File: config.mk
export PLATFORM = sky130hd
export DESIGN_NAME = slrs_unit
export DESIGN_NICKNAME = d
export VERILOG_FILES = /design/src/logic/slrs_pkg.sv /design/src/logic/slrs_unit.sv
export VERILOG_INCLUDE_DIRS = /design/src /design/src/logic
export SDC_FILE = /design/constraint.sdc
export NUM_CORES = 1
export LEC_CHECK = 0
export BUFFER_PORTS_ARGS = -buffer_cell sky130_fd_sc_hd__buf_4
export CAP_MARGIN = 20
export CORE_MARGIN = 2
export CORE_UTILIZATION = 35
export CTS_CLUSTER_DIAMETER = 120
export CTS_CLUSTER_SIZE = 28
export DETAILED_ROUTE_END_ITERATION = 10
export GPL_ROUTABILITY_DRIVEN = 0
export PLACE_DENSITY_LB_ADDON = 0.15
export SYNTH_ARGS = -nofsm -noshare
export SYNTH_HDL_FRONTEND = slang
export SYNTH_SLANG_ARGS = --single-unit
export TNS_END_PERCENT = 1
File: constraint.sdc
create_clock -name mclk_in -period 2.4 [get_ports mclk_in]
set_input_delay 0.48 -clock mclk_in [delete_from_list [all_inputs] [get_ports mclk_in]]
set_output_delay 0.48 -clock mclk_in [all_outputs]
set_load 0.01 [all_outputs]
File: src/logic/slrs_consts.svh
// register offsets, bit positions, reset values and timing counts for the low-power/reset unit
`ifndef SLRS_CONSTS_SVH
`define SLRS_CONSTS_SVH
`define SLRS_ADDR_RSTAT 4'h0
`define SLRS_ADDR_BFCTL 4'h1
`define SLRS_ADDR_BSTAT 4'h2
`define SLRS_ADDR_CFG1 4'h3
`define SLRS_BIT_BREAK_CLEAR_ENABLE 7
`define SLRS_BIT_LPBRK 1
`define SLRS_BIT_SHORT_STOP_RECOVERY 0
`define SLRS_BIT_OSCSTOP 1
`define SLRS_BIT_WDDIS 2
`define SLRS_BFCTL_RESET 8'h00
`define SLRS_CFG1_RESET 8'h00
`define SLRS_RSTAT_POR 8'h80
`define SLRS_LONG_REC 13'h1000
`define SLRS_SHORT_REC 13'h0020
`define SLRS_QUAD_DIV 2'h3
`endif

File: src/logic/slrs_pkg.sv
// types shared by the low-power/reset unit
package slrs_pkg;
   typedef enum logic [1:0] {
      SLRS_RUN = 2'b00,
      SLRS_WAIT = 2'b01,
      SLRS_STOP = 2'b10,
      SLRS_RECOVER = 2'b11
   } slrs_mode_t;
   // reset sources: bit 7 power-on .. bit 1 low voltage, bit 0 unused
   typedef struct packed {
      logic power_on;
      logic pin;
      logic watchdog;
      logic bad_opcode;
      logic bad_address;
      logic monitor_entry;
      logic low_voltage;
      logic spare;
   } slrs_rst_src_t;
   typedef struct packed {
      logic [3:0] addr;
      logic [7:0] wdata;
      logic wr;
      logic rd;
   } slrs_bus_t;
endpackage

File: src/logic/slrs_unit.sv
// wait/stop control, break flag protection and reset cause capture
// Summary of operation
// - all reset sources equal, highest priority; no arbitration between them
// - break interrupt forces cpu to the software-interrupt vector
// - in break, peripheral flags clear only when break clear enable is set
// - a flag cleared in break stays cleared after break
// - two-step clears protected in break even if step one came earlier
// - wait and stop both clear the global interrupt mask
// - wait stops cpu clocks, peripheral clocks keep running
// - enabled interrupt wakes wait; stacking one cycle after wake
// - reset or break ends wait; break in wait sets lowpower break flag
// - watchdog stays enabled in wait when watchdog disable is 0
// - stop resets recovery counter, stops double clock and, unless osc run, quad clock; irq/reset/break exit
// - osc run in stop keeps quad clock running in stop
// - recovery is 4096 quad cycles, or 32 with short recovery set
// - interrupt stacking starts only after recovery fully elapses
// - recovery counter held reset from stop until recovery begins
// - reset cause register clears all flags after a read
// - power-on sets its flag, clears others; others set only their own
// - several flags may be set together, one per reset source
// - monitor flag set on erased reset vector with irq not at test voltage
`include "slrs_consts.svh"
module slrs_unit
(
   // clock and reset
   input wire logic mclk_in,
   input wire logic rst_b_in,
   // register port
   input wire slrs_pkg::slrs_bus_t bus_in,
   output logic [7:0] rdata_out,
   // cpu side
   input wire logic wait_exec_in,
   input wire logic stop_exec_in,
   input wire logic irq_pending_in,
   input wire logic break_irq_in,
   output logic cpu_clk_en_out,
   output logic periph_clk_en_out,
   output logic clk_double_en_out,
   output logic clk_quad_en_out,
   output logic clr_int_mask_out,
   output logic force_swi_vector_out,
   output logic stack_start_out,
   output logic break_mode_out,
   output logic watchdog_run_out,
   // peripheral flag clearing
   input wire logic flag_clear_req_in,
   output logic flag_clear_allow_out,
   // reset sources, asynchronous pins
   input wire slrs_pkg::slrs_rst_src_t rst_src_in,
   input wire logic vector_erased_in,
   input wire logic irq_at_test_volt_in,
   output logic sys_reset_out
);
   logic [7:0] rst_sync1;
   logic [7:0] rst_sync2;
   logic [1:0] mon_sync1;
   logic [1:0] mon_sync2;
   logic [7:0] reset_cause_status;
   logic [7:0] break_flag_ctrl_reg;
   logic [7:0] cfg_reg;
   logic break_during_lowpower_flag;
   logic break_mode;
   slrs_pkg::slrs_mode_t mode;
   slrs_pkg::slrs_mode_t next_mode;
   logic [12:0] rec_cnt;
   logic [12:0] rec_target;
   logic [1:0] quad_div;
   logic quad_tick;
   logic rec_done;
   logic any_reset;
   logic irq_wake;
   logic stacked_after_rec;
   logic rd_rstat;

   // external sources are synchronised before use
   always_ff @(posedge mclk_in)
   begin
      rst_sync1 <= rst_src_in;
      rst_sync2 <= rst_sync1;
      mon_sync1 <= {vector_erased_in, irq_at_test_volt_in};
      mon_sync2 <= mon_sync1;
   end

   // any source resets the system alike, no priority among them
   assign any_reset = |rst_sync2[7:1] | (mon_sync2[1] & ~mon_sync2[0]);
   assign sys_reset_out = any_reset;

   // quad-clock enable divider; keeps running in stop only with osc run
   always_ff @(posedge mclk_in)
   begin
      if (!rst_b_in)
         quad_div <= 2'h0;
      else if (clk_quad_en_out)
         quad_div <= (quad_div == `SLRS_QUAD_DIV) ? 2'h0 : quad_div + 2'h1;
   end
   // recovery counts on the divided tick so it tracks quad-clock cycles
   assign quad_tick = (quad_div == `SLRS_QUAD_DIV);

   assign rec_target = cfg_reg[`SLRS_BIT_SHORT_STOP_RECOVERY] ? `SLRS_SHORT_REC : `SLRS_LONG_REC;
   assign rec_done = (mode == slrs_pkg::SLRS_RECOVER) && (rec_cnt == rec_target - 13'h1)
      && quad_tick;
   assign irq_wake = irq_pending_in | break_irq_in;

   always_comb
   begin
      next_mode = mode;
      unique case (mode)
         slrs_pkg::SLRS_RUN:
         begin
            if (stop_exec_in)
               next_mode = slrs_pkg::SLRS_STOP;
            else if (wait_exec_in)
               next_mode = slrs_pkg::SLRS_WAIT;
         end
         slrs_pkg::SLRS_WAIT:
         begin
            if (irq_wake)
               next_mode = slrs_pkg::SLRS_RUN;
         end
         slrs_pkg::SLRS_STOP:
         begin
            if (irq_wake)
               next_mode = slrs_pkg::SLRS_RECOVER;
         end
         slrs_pkg::SLRS_RECOVER:
         begin
            if (rec_done)
               next_mode = slrs_pkg::SLRS_RUN;
         end
      endcase
   end

   // reset exits every low-power mode
   always_ff @(posedge mclk_in)
   begin
      if (!rst_b_in || any_reset)
         mode <= slrs_pkg::SLRS_RUN;
      else
         mode <= next_mode;
   end

   // counter held clear from stop until recovery begins
   always_ff @(posedge mclk_in)
   begin
      if (!rst_b_in || mode != slrs_pkg::SLRS_RECOVER)
         rec_cnt <= 13'h0000;
      else if (quad_tick)
         rec_cnt <= rec_cnt + 13'h0001;
   end

   // clock gating
   assign cpu_clk_en_out = (mode == slrs_pkg::SLRS_RUN);
   assign periph_clk_en_out = (mode == slrs_pkg::SLRS_RUN) || (mode == slrs_pkg::SLRS_WAIT)
      || (mode == slrs_pkg::SLRS_RECOVER);
   assign clk_double_en_out = (mode != slrs_pkg::SLRS_STOP);
   assign clk_quad_en_out = (mode != slrs_pkg::SLRS_STOP)
      || cfg_reg[`SLRS_BIT_OSCSTOP];
   assign clr_int_mask_out = (mode == slrs_pkg::SLRS_RUN)
      && (wait_exec_in || stop_exec_in);
   assign watchdog_run_out = !cfg_reg[`SLRS_BIT_WDDIS]
      && (mode != slrs_pkg::SLRS_STOP);

   // stacking: one cycle after wake from wait, or once recovery ends
   always_ff @(posedge mclk_in)
   begin
      if (!rst_b_in)
         stacked_after_rec <= 1'b0;
      else
         stacked_after_rec <= ((mode == slrs_pkg::SLRS_WAIT) && irq_wake) || rec_done;
   end
   assign stack_start_out = stacked_after_rec;

   // break entry forces the software-interrupt vector
   always_ff @(posedge mclk_in)
   begin
      if (!rst_b_in)
      begin
         force_swi_vector_out <= 1'b0;
         break_mode <= 1'b0;
      end
      else
      begin
         force_swi_vector_out <= break_irq_in && !break_mode;
         if (break_irq_in)
            break_mode <= 1'b1;
         else if (!break_irq_in && stack_start_out == 1'b0 && mode == slrs_pkg::SLRS_RUN)
            break_mode <= 1'b0;
      end
   end
   assign break_mode_out = break_mode;

   // break in wait, stop or recovery; set wins over the clearing write
   always_ff @(posedge mclk_in)
   begin
      if (!rst_b_in)
         break_during_lowpower_flag <= 1'b0;
      else if (break_irq_in && (mode != slrs_pkg::SLRS_RUN))
         break_during_lowpower_flag <= 1'b1;
      else if (bus_in.wr && bus_in.addr == `SLRS_ADDR_BSTAT
         && !bus_in.wdata[`SLRS_BIT_LPBRK])
         break_during_lowpower_flag <= 1'b0;
   end

   // clears gated in break; a granted clear is final, and a second step
   // after break proceeds normally since only the clearing access is gated
   assign flag_clear_allow_out = flag_clear_req_in
      && (!break_mode || break_flag_ctrl_reg[`SLRS_BIT_BREAK_CLEAR_ENABLE]);

   always_ff @(posedge mclk_in)
   begin
      if (!rst_b_in)
      begin
         break_flag_ctrl_reg <= `SLRS_BFCTL_RESET;
         cfg_reg <= `SLRS_CFG1_RESET;
      end
      else if (bus_in.wr)
      begin
         if (bus_in.addr == `SLRS_ADDR_BFCTL)
            break_flag_ctrl_reg <= {bus_in.wdata[`SLRS_BIT_BREAK_CLEAR_ENABLE], 7'h00};
         // bit 0 short recovery, bit 1 quad clock in stop, bit 2 watchdog off
         if (bus_in.addr == `SLRS_ADDR_CFG1)
            cfg_reg <= {5'h00, bus_in.wdata[2:0]};
      end
   end

   // reset cause capture; new causes win over the read clear
   assign rd_rstat = bus_in.rd && (bus_in.addr == `SLRS_ADDR_RSTAT);
   always_ff @(posedge mclk_in)
   begin
      if (!rst_b_in)
         reset_cause_status <= `SLRS_RSTAT_POR;
      else if (rst_sync2[7])
         reset_cause_status <= `SLRS_RSTAT_POR;
      else
         reset_cause_status <= (rd_rstat ? 8'h00 : reset_cause_status)
            | {1'b0, rst_sync2[6:3],
               rst_sync2[2] | (mon_sync2[1] & ~mon_sync2[0]),
               rst_sync2[1], 1'b0};
   end

   // read data one cycle after the strobe, zero otherwise
   always_ff @(posedge mclk_in)
   begin
      if (!rst_b_in || !bus_in.rd)
         rdata_out <= 8'h00;
      else
         unique case (bus_in.addr)
            `SLRS_ADDR_RSTAT: rdata_out <= reset_cause_status;
            `SLRS_ADDR_BFCTL: rdata_out <= break_flag_ctrl_reg;
            `SLRS_ADDR_BSTAT: rdata_out <= {6'h00, break_during_lowpower_flag, 1'b0};
            `SLRS_ADDR_CFG1: rdata_out <= cfg_reg;
            default: rdata_out <= 8'h00;
         endcase
   end

   // cycles spent in recovery, counted apart from the divider as a yardstick
   logic [14:0] rec_len;
   logic [14:0] rec_span;
   assign rec_span = {rec_target, 2'b00};
   always_ff @(posedge mclk_in)
   begin
      if (!rst_b_in || mode != slrs_pkg::SLRS_RECOVER)
         rec_len <= 15'h0000;
      else
         rec_len <= rec_len + 15'h0001;
   end
endmodule

Word level (Yosys, flattened, before mapping) --
Index checks and enable logic that the tools add are counted.
Operators by class: $add $sub $neg 3, equal/unequal tests 14, multiplexer cells 14, bitwise logic cells 8, reduce and logical (&&, ||, !) cells 38
Operator list (number):
- $pmux W8 S4 | 1
- $add A13 B1 Y13 const B | 1
- $eq A13 B13 Y1 | 1
- $logic_and A1 B1 Y1 | 13
- $mux W13 | 1
- $sub A13 B1 Y13 const B | 1
- $mux W2 | 6
- $ne A2 B2 Y1 const B | 5
- $logic_or A1 B1 Y1 | 9
- $eq A4 B2 Y1 const B | 2
- $mux W8 | 1
- $or A8 B7 Y8 | 1
- $pmux W2 S4 | 1
- $reduce_or A7 Y1 | 1
- $eq A2 B2 Y1 const B | 3
- $logic_not A1 Y1 | 6
- $reduce_bool A2 Y1 | 3
- $eq A4 B1 Y1 const B | 1
- $logic_not A4 Y1 | 1
- $mux W1 | 4
- $reduce_and A2 Y1 | 2
- $reduce_and A4 Y1 | 1
- $ne A3 B3 Y1 const B | 1
- $not A1 Y1 | 3
- other kinds (6) | 8
Word-level totals: register bits 61, input port bits 31, output and inout port bits 19

Longest topological paths before layout --
Gate-level depths: netlist (run 1).
depth in word-level cells 7, depth in mapped cells 6, depth with buffers taken out 5

Worst setup path before layout (run 1) --
Ideal clock, no wire load.
path kind register -> output, start reg rst_sync2[5], end out sys_reset_out, arrival 1.150 ns, data required time 1.920 ns, path slack 0.770 ns, stages on the path, launching flop included 4, buffers on the path 0, path through dfxtp_1 > or4_4 > a2111oi_4 > inv_2
On the way: word-level cells in the longest chain between the ends 2
Ends and longest elaborated chain:
- start, declared | line slrs_unit.sv:55 | logic [7:0] rst_sync2;
- start signal, assigned | line slrs_unit.sv:79 | rst_sync2 <= rst_sync1;
- $reduce_or A7 Y1 | line slrs_unit.sv:85 | assign any_reset = |rst_sync2[7:1] | (mon_sync2[1] & ~mon_sync2[0]);
- $or A1 B1 Y1 | line slrs_unit.sv:85
- end, declared | line slrs_unit.sv:52 | output logic sys_reset_out
Every way passes these cells.

Worst setup path after layout (run 1) --
Same ends and word-level chain as after synthesis.

==> out/results.tsv, run 1 <==
metric	value	unit
core area	0.00582	mm2
final WL	4100	um
initial core utilization	0.356	
Unique masters post-synth	44	
crit share post-route	0.914	
R2R depth	5	
largest net degree at the start of global routing	14	
DRC viols	0	
# H-tree levels	3	
routed length on met3	247	um
DR WL met2	1770	um
CP endpoint kind	primary output	
RSZ-0062 raised after global routing	no	
DP Cell Count	322	
DP HPWL	2950	um
Final Skew	5.40	ps
Top Ports	50	
Synth warnings	0	
antenna violations before repair	0	
CTS tree	done	
syn avg cell area	9.92	um2
die span in y	81.0	um
worst r2r dst	rec_cnt[11]	
clk sinks	58	
dominant synthesized flop cell	dfxtp_1	
top flop regs	rec_cnt: 13 flops, rdata_out: 8 flops	
post-route setup slack	206	ps
worst slew pin tran	529	ps
Die Wd	81.0	um
Max VDD drop	0.345	mV
Die ar.	0.00656	mm2
Crit path required time	1920	ps
min-delay src	irq_at_test_volt_in	
R2R Setup Slk	640	ps
Layout area overhead	28.3	%
Mapped Cells	209	
Overflow after GRT	0	
vias in the first global route	1453	
Max clock buf depth	2	
number of diodes	0	
Vias/cell	4.67	
final setup fails	0	
Pre-antenna DRT Iters	4	
top-area cell type share of the netlist area	0.560	
root buffer cell	clkbuf_8	
register area share after synthesis	0.560	
max FFs per register	13	
Worst setup SP type	flip-flop	
Clock Latency Late Sink	320	ps
Worst-path clk slew	70	ps
non-filler cells in the finished layout	338	
Iter 0 DRT Violations	81	
Final #Nets	291	
DR WL/cell	12.1	um
share of layout cells above drive strength 1	0.251	
WL met1	2050	um
Core Rows	28	
Num CTS Buffers	9	
Synth area leader	dfxtp_1	
total routing usage reported by global routing	0.133	
CP Class	reg -> out	
Max Clk Rate	0.456	GHz
Leak	0.00103	uW
Synthesized Nets	242	
Power Density	735	mW/mm2
Post-synth EDFFs	0	
Cell Area, Synth	0.00207	mm2
post-CTS sizing	0	
Worst slew margin	0.646	
worst hold stages	1	
FILL cells	585	
ys async rst share	0	
worst slack, placed	540	ps
max cap viols	0	
status	completed	
crit path DAT	1710	ps
hold_buf cts	0	
WHS	251	ps
reg-to-reg startpoint	quad_div[0]	
Seq cells post-synth	58	
Most flops, register	rec_cnt	
Final Max Tran Viols	0	
crit path time final	2190	ps
Setup TNS	0	ps
Hold Path End	mon_sync1[0]	
first-pass GRT wire length	6490	um
most common cell after layout, fill and taps aside	dfxtp_1	
Routed Antenna Nets	0	
Hold WC Path Type	in -> reg	
count of final hold-check violations	0	
Post-CTS Setup Repair Bufs	0	
CP Max Fanout	2	
top post-synthesis cells by area	dfxtp_1 (56%), nor2_1 (4.9%), a21oi_1 (3.9%), nand3_1 (2.7%), xor2_1 (2.5%)	
IO buf count	44	
Top Metal Used	met4	
Via Count	1579	
most frequent cells in the layout	dfxtp_1 (58), buf_4 (44), nor2_1 (27)	
cell usage after synthesis (all sizes together) (4+ instances only):
master / instances
xnor2: 5
a21oi: 16
nand2: 12
inv: 7
xor2: 6
and2: 4
o21ai: 4
dfxtp: 58
nand3: 11
nor2: 27
nor3: 6
nand4: 6
kinds of logic after synthesis:
| group | count (synthesis) | synth area share |
|---|---|---|
| AO/OA/AOI/OAI | 31 | 0.0984 |
| XOR/XNOR | 11 | 0.0465 |
| adder cells (fa/ha/maj) | 2 | 0.0121 |
| buffers and inverters | 13 | 0.0284 |
| flip-flops | 58 | 0.560 |
| multiplexers | 4 | 0.0199 |
| AND/OR/NAND/NOR | 90 | 0.235 |
worst max path at each step:
stage,start,endpoint,cells past startpoint
after global routing,rst_sync2[5],sys_reset_out,4
after global placement,rst_sync2[5],sys_reset_out,4
after floorplan,rst_sync2[5],sys_reset_out,3
after detailed placement,rst_sync2[5],sys_reset_out,4
final,rst_sync2[5],sys_reset_out,4
after CTS,rst_sync2[5],sys_reset_out,4
metrics by stage:
stage          power, uW   util  cell area [um2]
2_1_floorplan       1070      -             2070
3_3_place_gp        1120  0.424             2460
3_5_place_dp        1120  0.424             2460
4_1_cts             1990  0.457             2660
5_1_grt             2040  0.457             2660
6_report            1950  0.457             2660
power by group:
part	internal, uW	leakage, uW	switching (uW)	total [uW]
Combinational	51.1	0.000457	42.3	93.4
Clock	480	0.0000925	376	856
Sequential	991	0.000476	13.4	1000
layout make-up:
class / count / area, um2 / area share
clock buffers: 10 / 128 / 0.0480
clock inverters: 6 / 67.6 / 0.0254
inverters: 7 / 26.3 / 0.00988
multi-input cells: 138 / 853 / 0.321
flip-flops and latches: 58 / 1160 / 0.436
well taps: 75 / 93.8 / 0.0353
repair buffers: 44 / 330 / 0.124
metal layers:
layer,vias to the layer above,global-route usage
met2,40,0.183
met5,-,0
met4,0,0.0966
li1,834,-
met3,2,0.0444
met1,703,0.171
critical path: stages, from the launching register on:
cell	delay (ps)
dfxtp_1	310
or4_4	550
a2111oi_4	280
inv_2	90
buf_4	160
Note: power is estimated with default switching activity, not from simulation.
==> run 2: changes to the inputs <==
Clock period 2.4 ns to 2.1 ns, I/O delays scaled along.
==> run 2 against run 1 <==
The run now ends with setup timing left. Utilization increased by 0.086 points. Power increased by 15%. Via count increased by 0.51%. Die area unchanged. Sequential share of layout area about the same. Largest cell class unchanged. Highest routed layer unchanged.
==> out/results.tsv, run 2 (synthesis gave the netlist of run 1 again) <==
metric	value	unit	change
status	finished, violations left		
failing checks	setup timing		
Pre-antenna DRT Iters	4		unchanged
Seq pwr share	0.512		-0.002
CP endpoint kind	primary output		
Die Wd	81.0	um	unchanged
Final #Nets	291		unchanged
core area	0.00582	mm2	unchanged
Core Rows	28		unchanged
RSZ-0062 raised after global routing	yes		
DP HPWL	2920	um	-1.2%
crit path time final	2130	ps	
Crit path required time	1680	ps	-240 ps
Layout area overhead	28.5	%	
Hold Path End	rst_sync1[2]		
most common cell after layout, fill and taps aside	dfxtp_1		
root buffer cell	clkbuf_8		
R2R Setup Slk	310	ps	-330 ps
largest net degree at the start of global routing	14		unchanged
most frequent cells in the layout	dfxtp_1 (57), buf_4 (43), nor2_1 (27)		
Final Max Tran Viols	0		unchanged
IO buf count	44		unchanged
Vias/cell	4.70		+0.51%
top flop regs	rec_cnt: 13 flops, rdata_out: 8 flops		
Num CTS Buffers	9		unchanged
number of diodes	0		unchanged
vias in the first global route	1474		+1.4%
Max clock buf depth	2		unchanged
Via Count	1587		+0.51%
placement-stage cell area	0.00246	mm2	unchanged
Final Skew	10.6	ps	+5.20 ps
Worst-path clk slew	70	ps	about the same
min-delay src	rst_src_in[2]		
initial core utilization	0.356		unchanged
worst slew pin tran	513	ps	-16.0 ps
Max VDD drop	0.357	mV	+3.3%
max FFs per register	13		unchanged
Most flops, register	rec_cnt		
worst hold stages	1		unchanged
DP Cell Count	322		unchanged
P_sw	505	uW	+17%
Iter 0 DRT Violations	74		-8.6%
Max Clk Rate	0.470	GHz	
Power Density	843	mW/mm2	+15%
final setup fails	1		+1
max cap viols	0		unchanged
# H-tree levels	3		unchanged
crit share post-route	1.01		
WL met1	1990	um	-3.0%
switch share	0.225		+0.00393
Overflow after GRT	0		unchanged
first-pass GRT wire length	6500	um	+0.20%
count of final hold-check violations	0		unchanged
Hold WC Path Type	in -> reg		
Routed Antenna Nets	0		unchanged
antenna violations before repair	0		unchanged
DR WL met2	1710	um	-3.2%
combinational share of power	0.048		about the same
Leak	0.00103	uW	+0.17%
Worst setup SP type	flip-flop		
final WL	4030	um	-1.6%
non-filler cells in the finished layout	338		unchanged
Post-CTS Setup Repair Bufs	0		unchanged
die span in y	81.0	um	unchanged
routed length on met3	268	um	+8.5%
crit path DAT	1710	ps	about the same
DR WL/cell	11.9	um	-1.6%
CP Class	reg -> out		
CP Max Fanout	2		unchanged
slowest CP cell	or4_4		
clock share of power	0.440		+0.002
post-route setup slack	-25.8	ps	-232 ps
final core occ	0.458		+0.000861
P_int	1740	uW	+14%
hold_buf cts	0		unchanged
total routing usage reported by global routing	0.133		+0.000468
clk sinks	58		unchanged
reg-to-reg startpoint	quad_div[0]		
crit path cell chain	or4_4 > a2111oi_4 > inv_2 > buf_6		
Max stage delay on crit path	540	ps	about the same
DRC viols	0		unchanged
R2R depth	5		unchanged
Top Ports	50		unchanged
Clock Latency Late Sink	330	ps	about the same
Worst slew margin	0.655		+0.00852
Top Metal Used	met4		
share of layout cells above drive strength 1	0.255		+0.00380
Final Cell Area	0.00267	mm2	+0.19%
worst r2r dst	rec_cnt[11]		
Die ar.	0.00656	mm2	unchanged
CTS tree	done		
[run 2: metrics by stage]
step                      total power (uW)  setup slack [ps]  TNS, ps  hold slack, ps
after floorplan                       1220               530        0             310
after global placement                1280               288        0             312
after detailed placement              1280               290        0             312
after CTS                             2280             -74.5    -74.5             168
after global routing                  2340              -121     -121             163
final                                 2250             -25.8    -25.8             190
[run 2: layer usage]
| layer | vias up | GRT usage |
|---|---|---|
| li1 | 836 | - |
| met4 | 0 | 0.0712 |
| met5 | - | 0 |
| met1 | 704 | 0.165 |
| met3 | 6 | 0.0589 |
| met2 | 41 | 0.193 |
[run 2: how the worst max path moves through the flow]
stage / startpoint / to / slack, ps / cells after the start
after floorplan: rst_sync2[5] / sys_reset_out / 530 / 3
after global placement: rst_sync2[5] / sys_reset_out / 290 / 4
after detailed placement: rst_sync2[5] / sys_reset_out / 290 / 4
after CTS: rst_sync2[5] / sys_reset_out / -70 / 4
after global routing: rst_sync2[5] / sys_reset_out / -120 / 4
final: rst_sync2[5] / sys_reset_out / -30 / 4
[run 2: final cells by class]
class / instances / area, um2
fillers: 585 / 3150
flip-flops and latches: 58 / 1160
multi-input cells: 138 / 853
repair buffers: 44 / 334
clock buffers: 10 / 128
well taps: 75 / 93.8
clock inverters: 6 / 67.6
inverters: 7 / 26.3
[run 2: repair_timing]
item / 4_1_cts / 5_1_grt
gates resized for setup: 1 / 1
pin swaps: 0 / 0
setup endpoints to repair: 1 / 1
hold endpoints to repair: 0 / 0
[run 2: critical path: cells and delay by family, from the launching register on]
kind            cells  cell delay [ps]
simple gates        1              540
flops               1              320
compound gates      1              290
buf+inv             2              240
[run 2: power by group through the flow]
stage | logic (uW) | registers (uW) | clock network (uW)
after detailed placement | 108 | 1170 | 0
final | 107 | 1150 | 989
after global placement | 107 | 1170 | 0
after CTS | 108 | 1150 | 1030
after global routing | 121 | 1150 | 1070
after floorplan | 50.0 | 1170 | 0
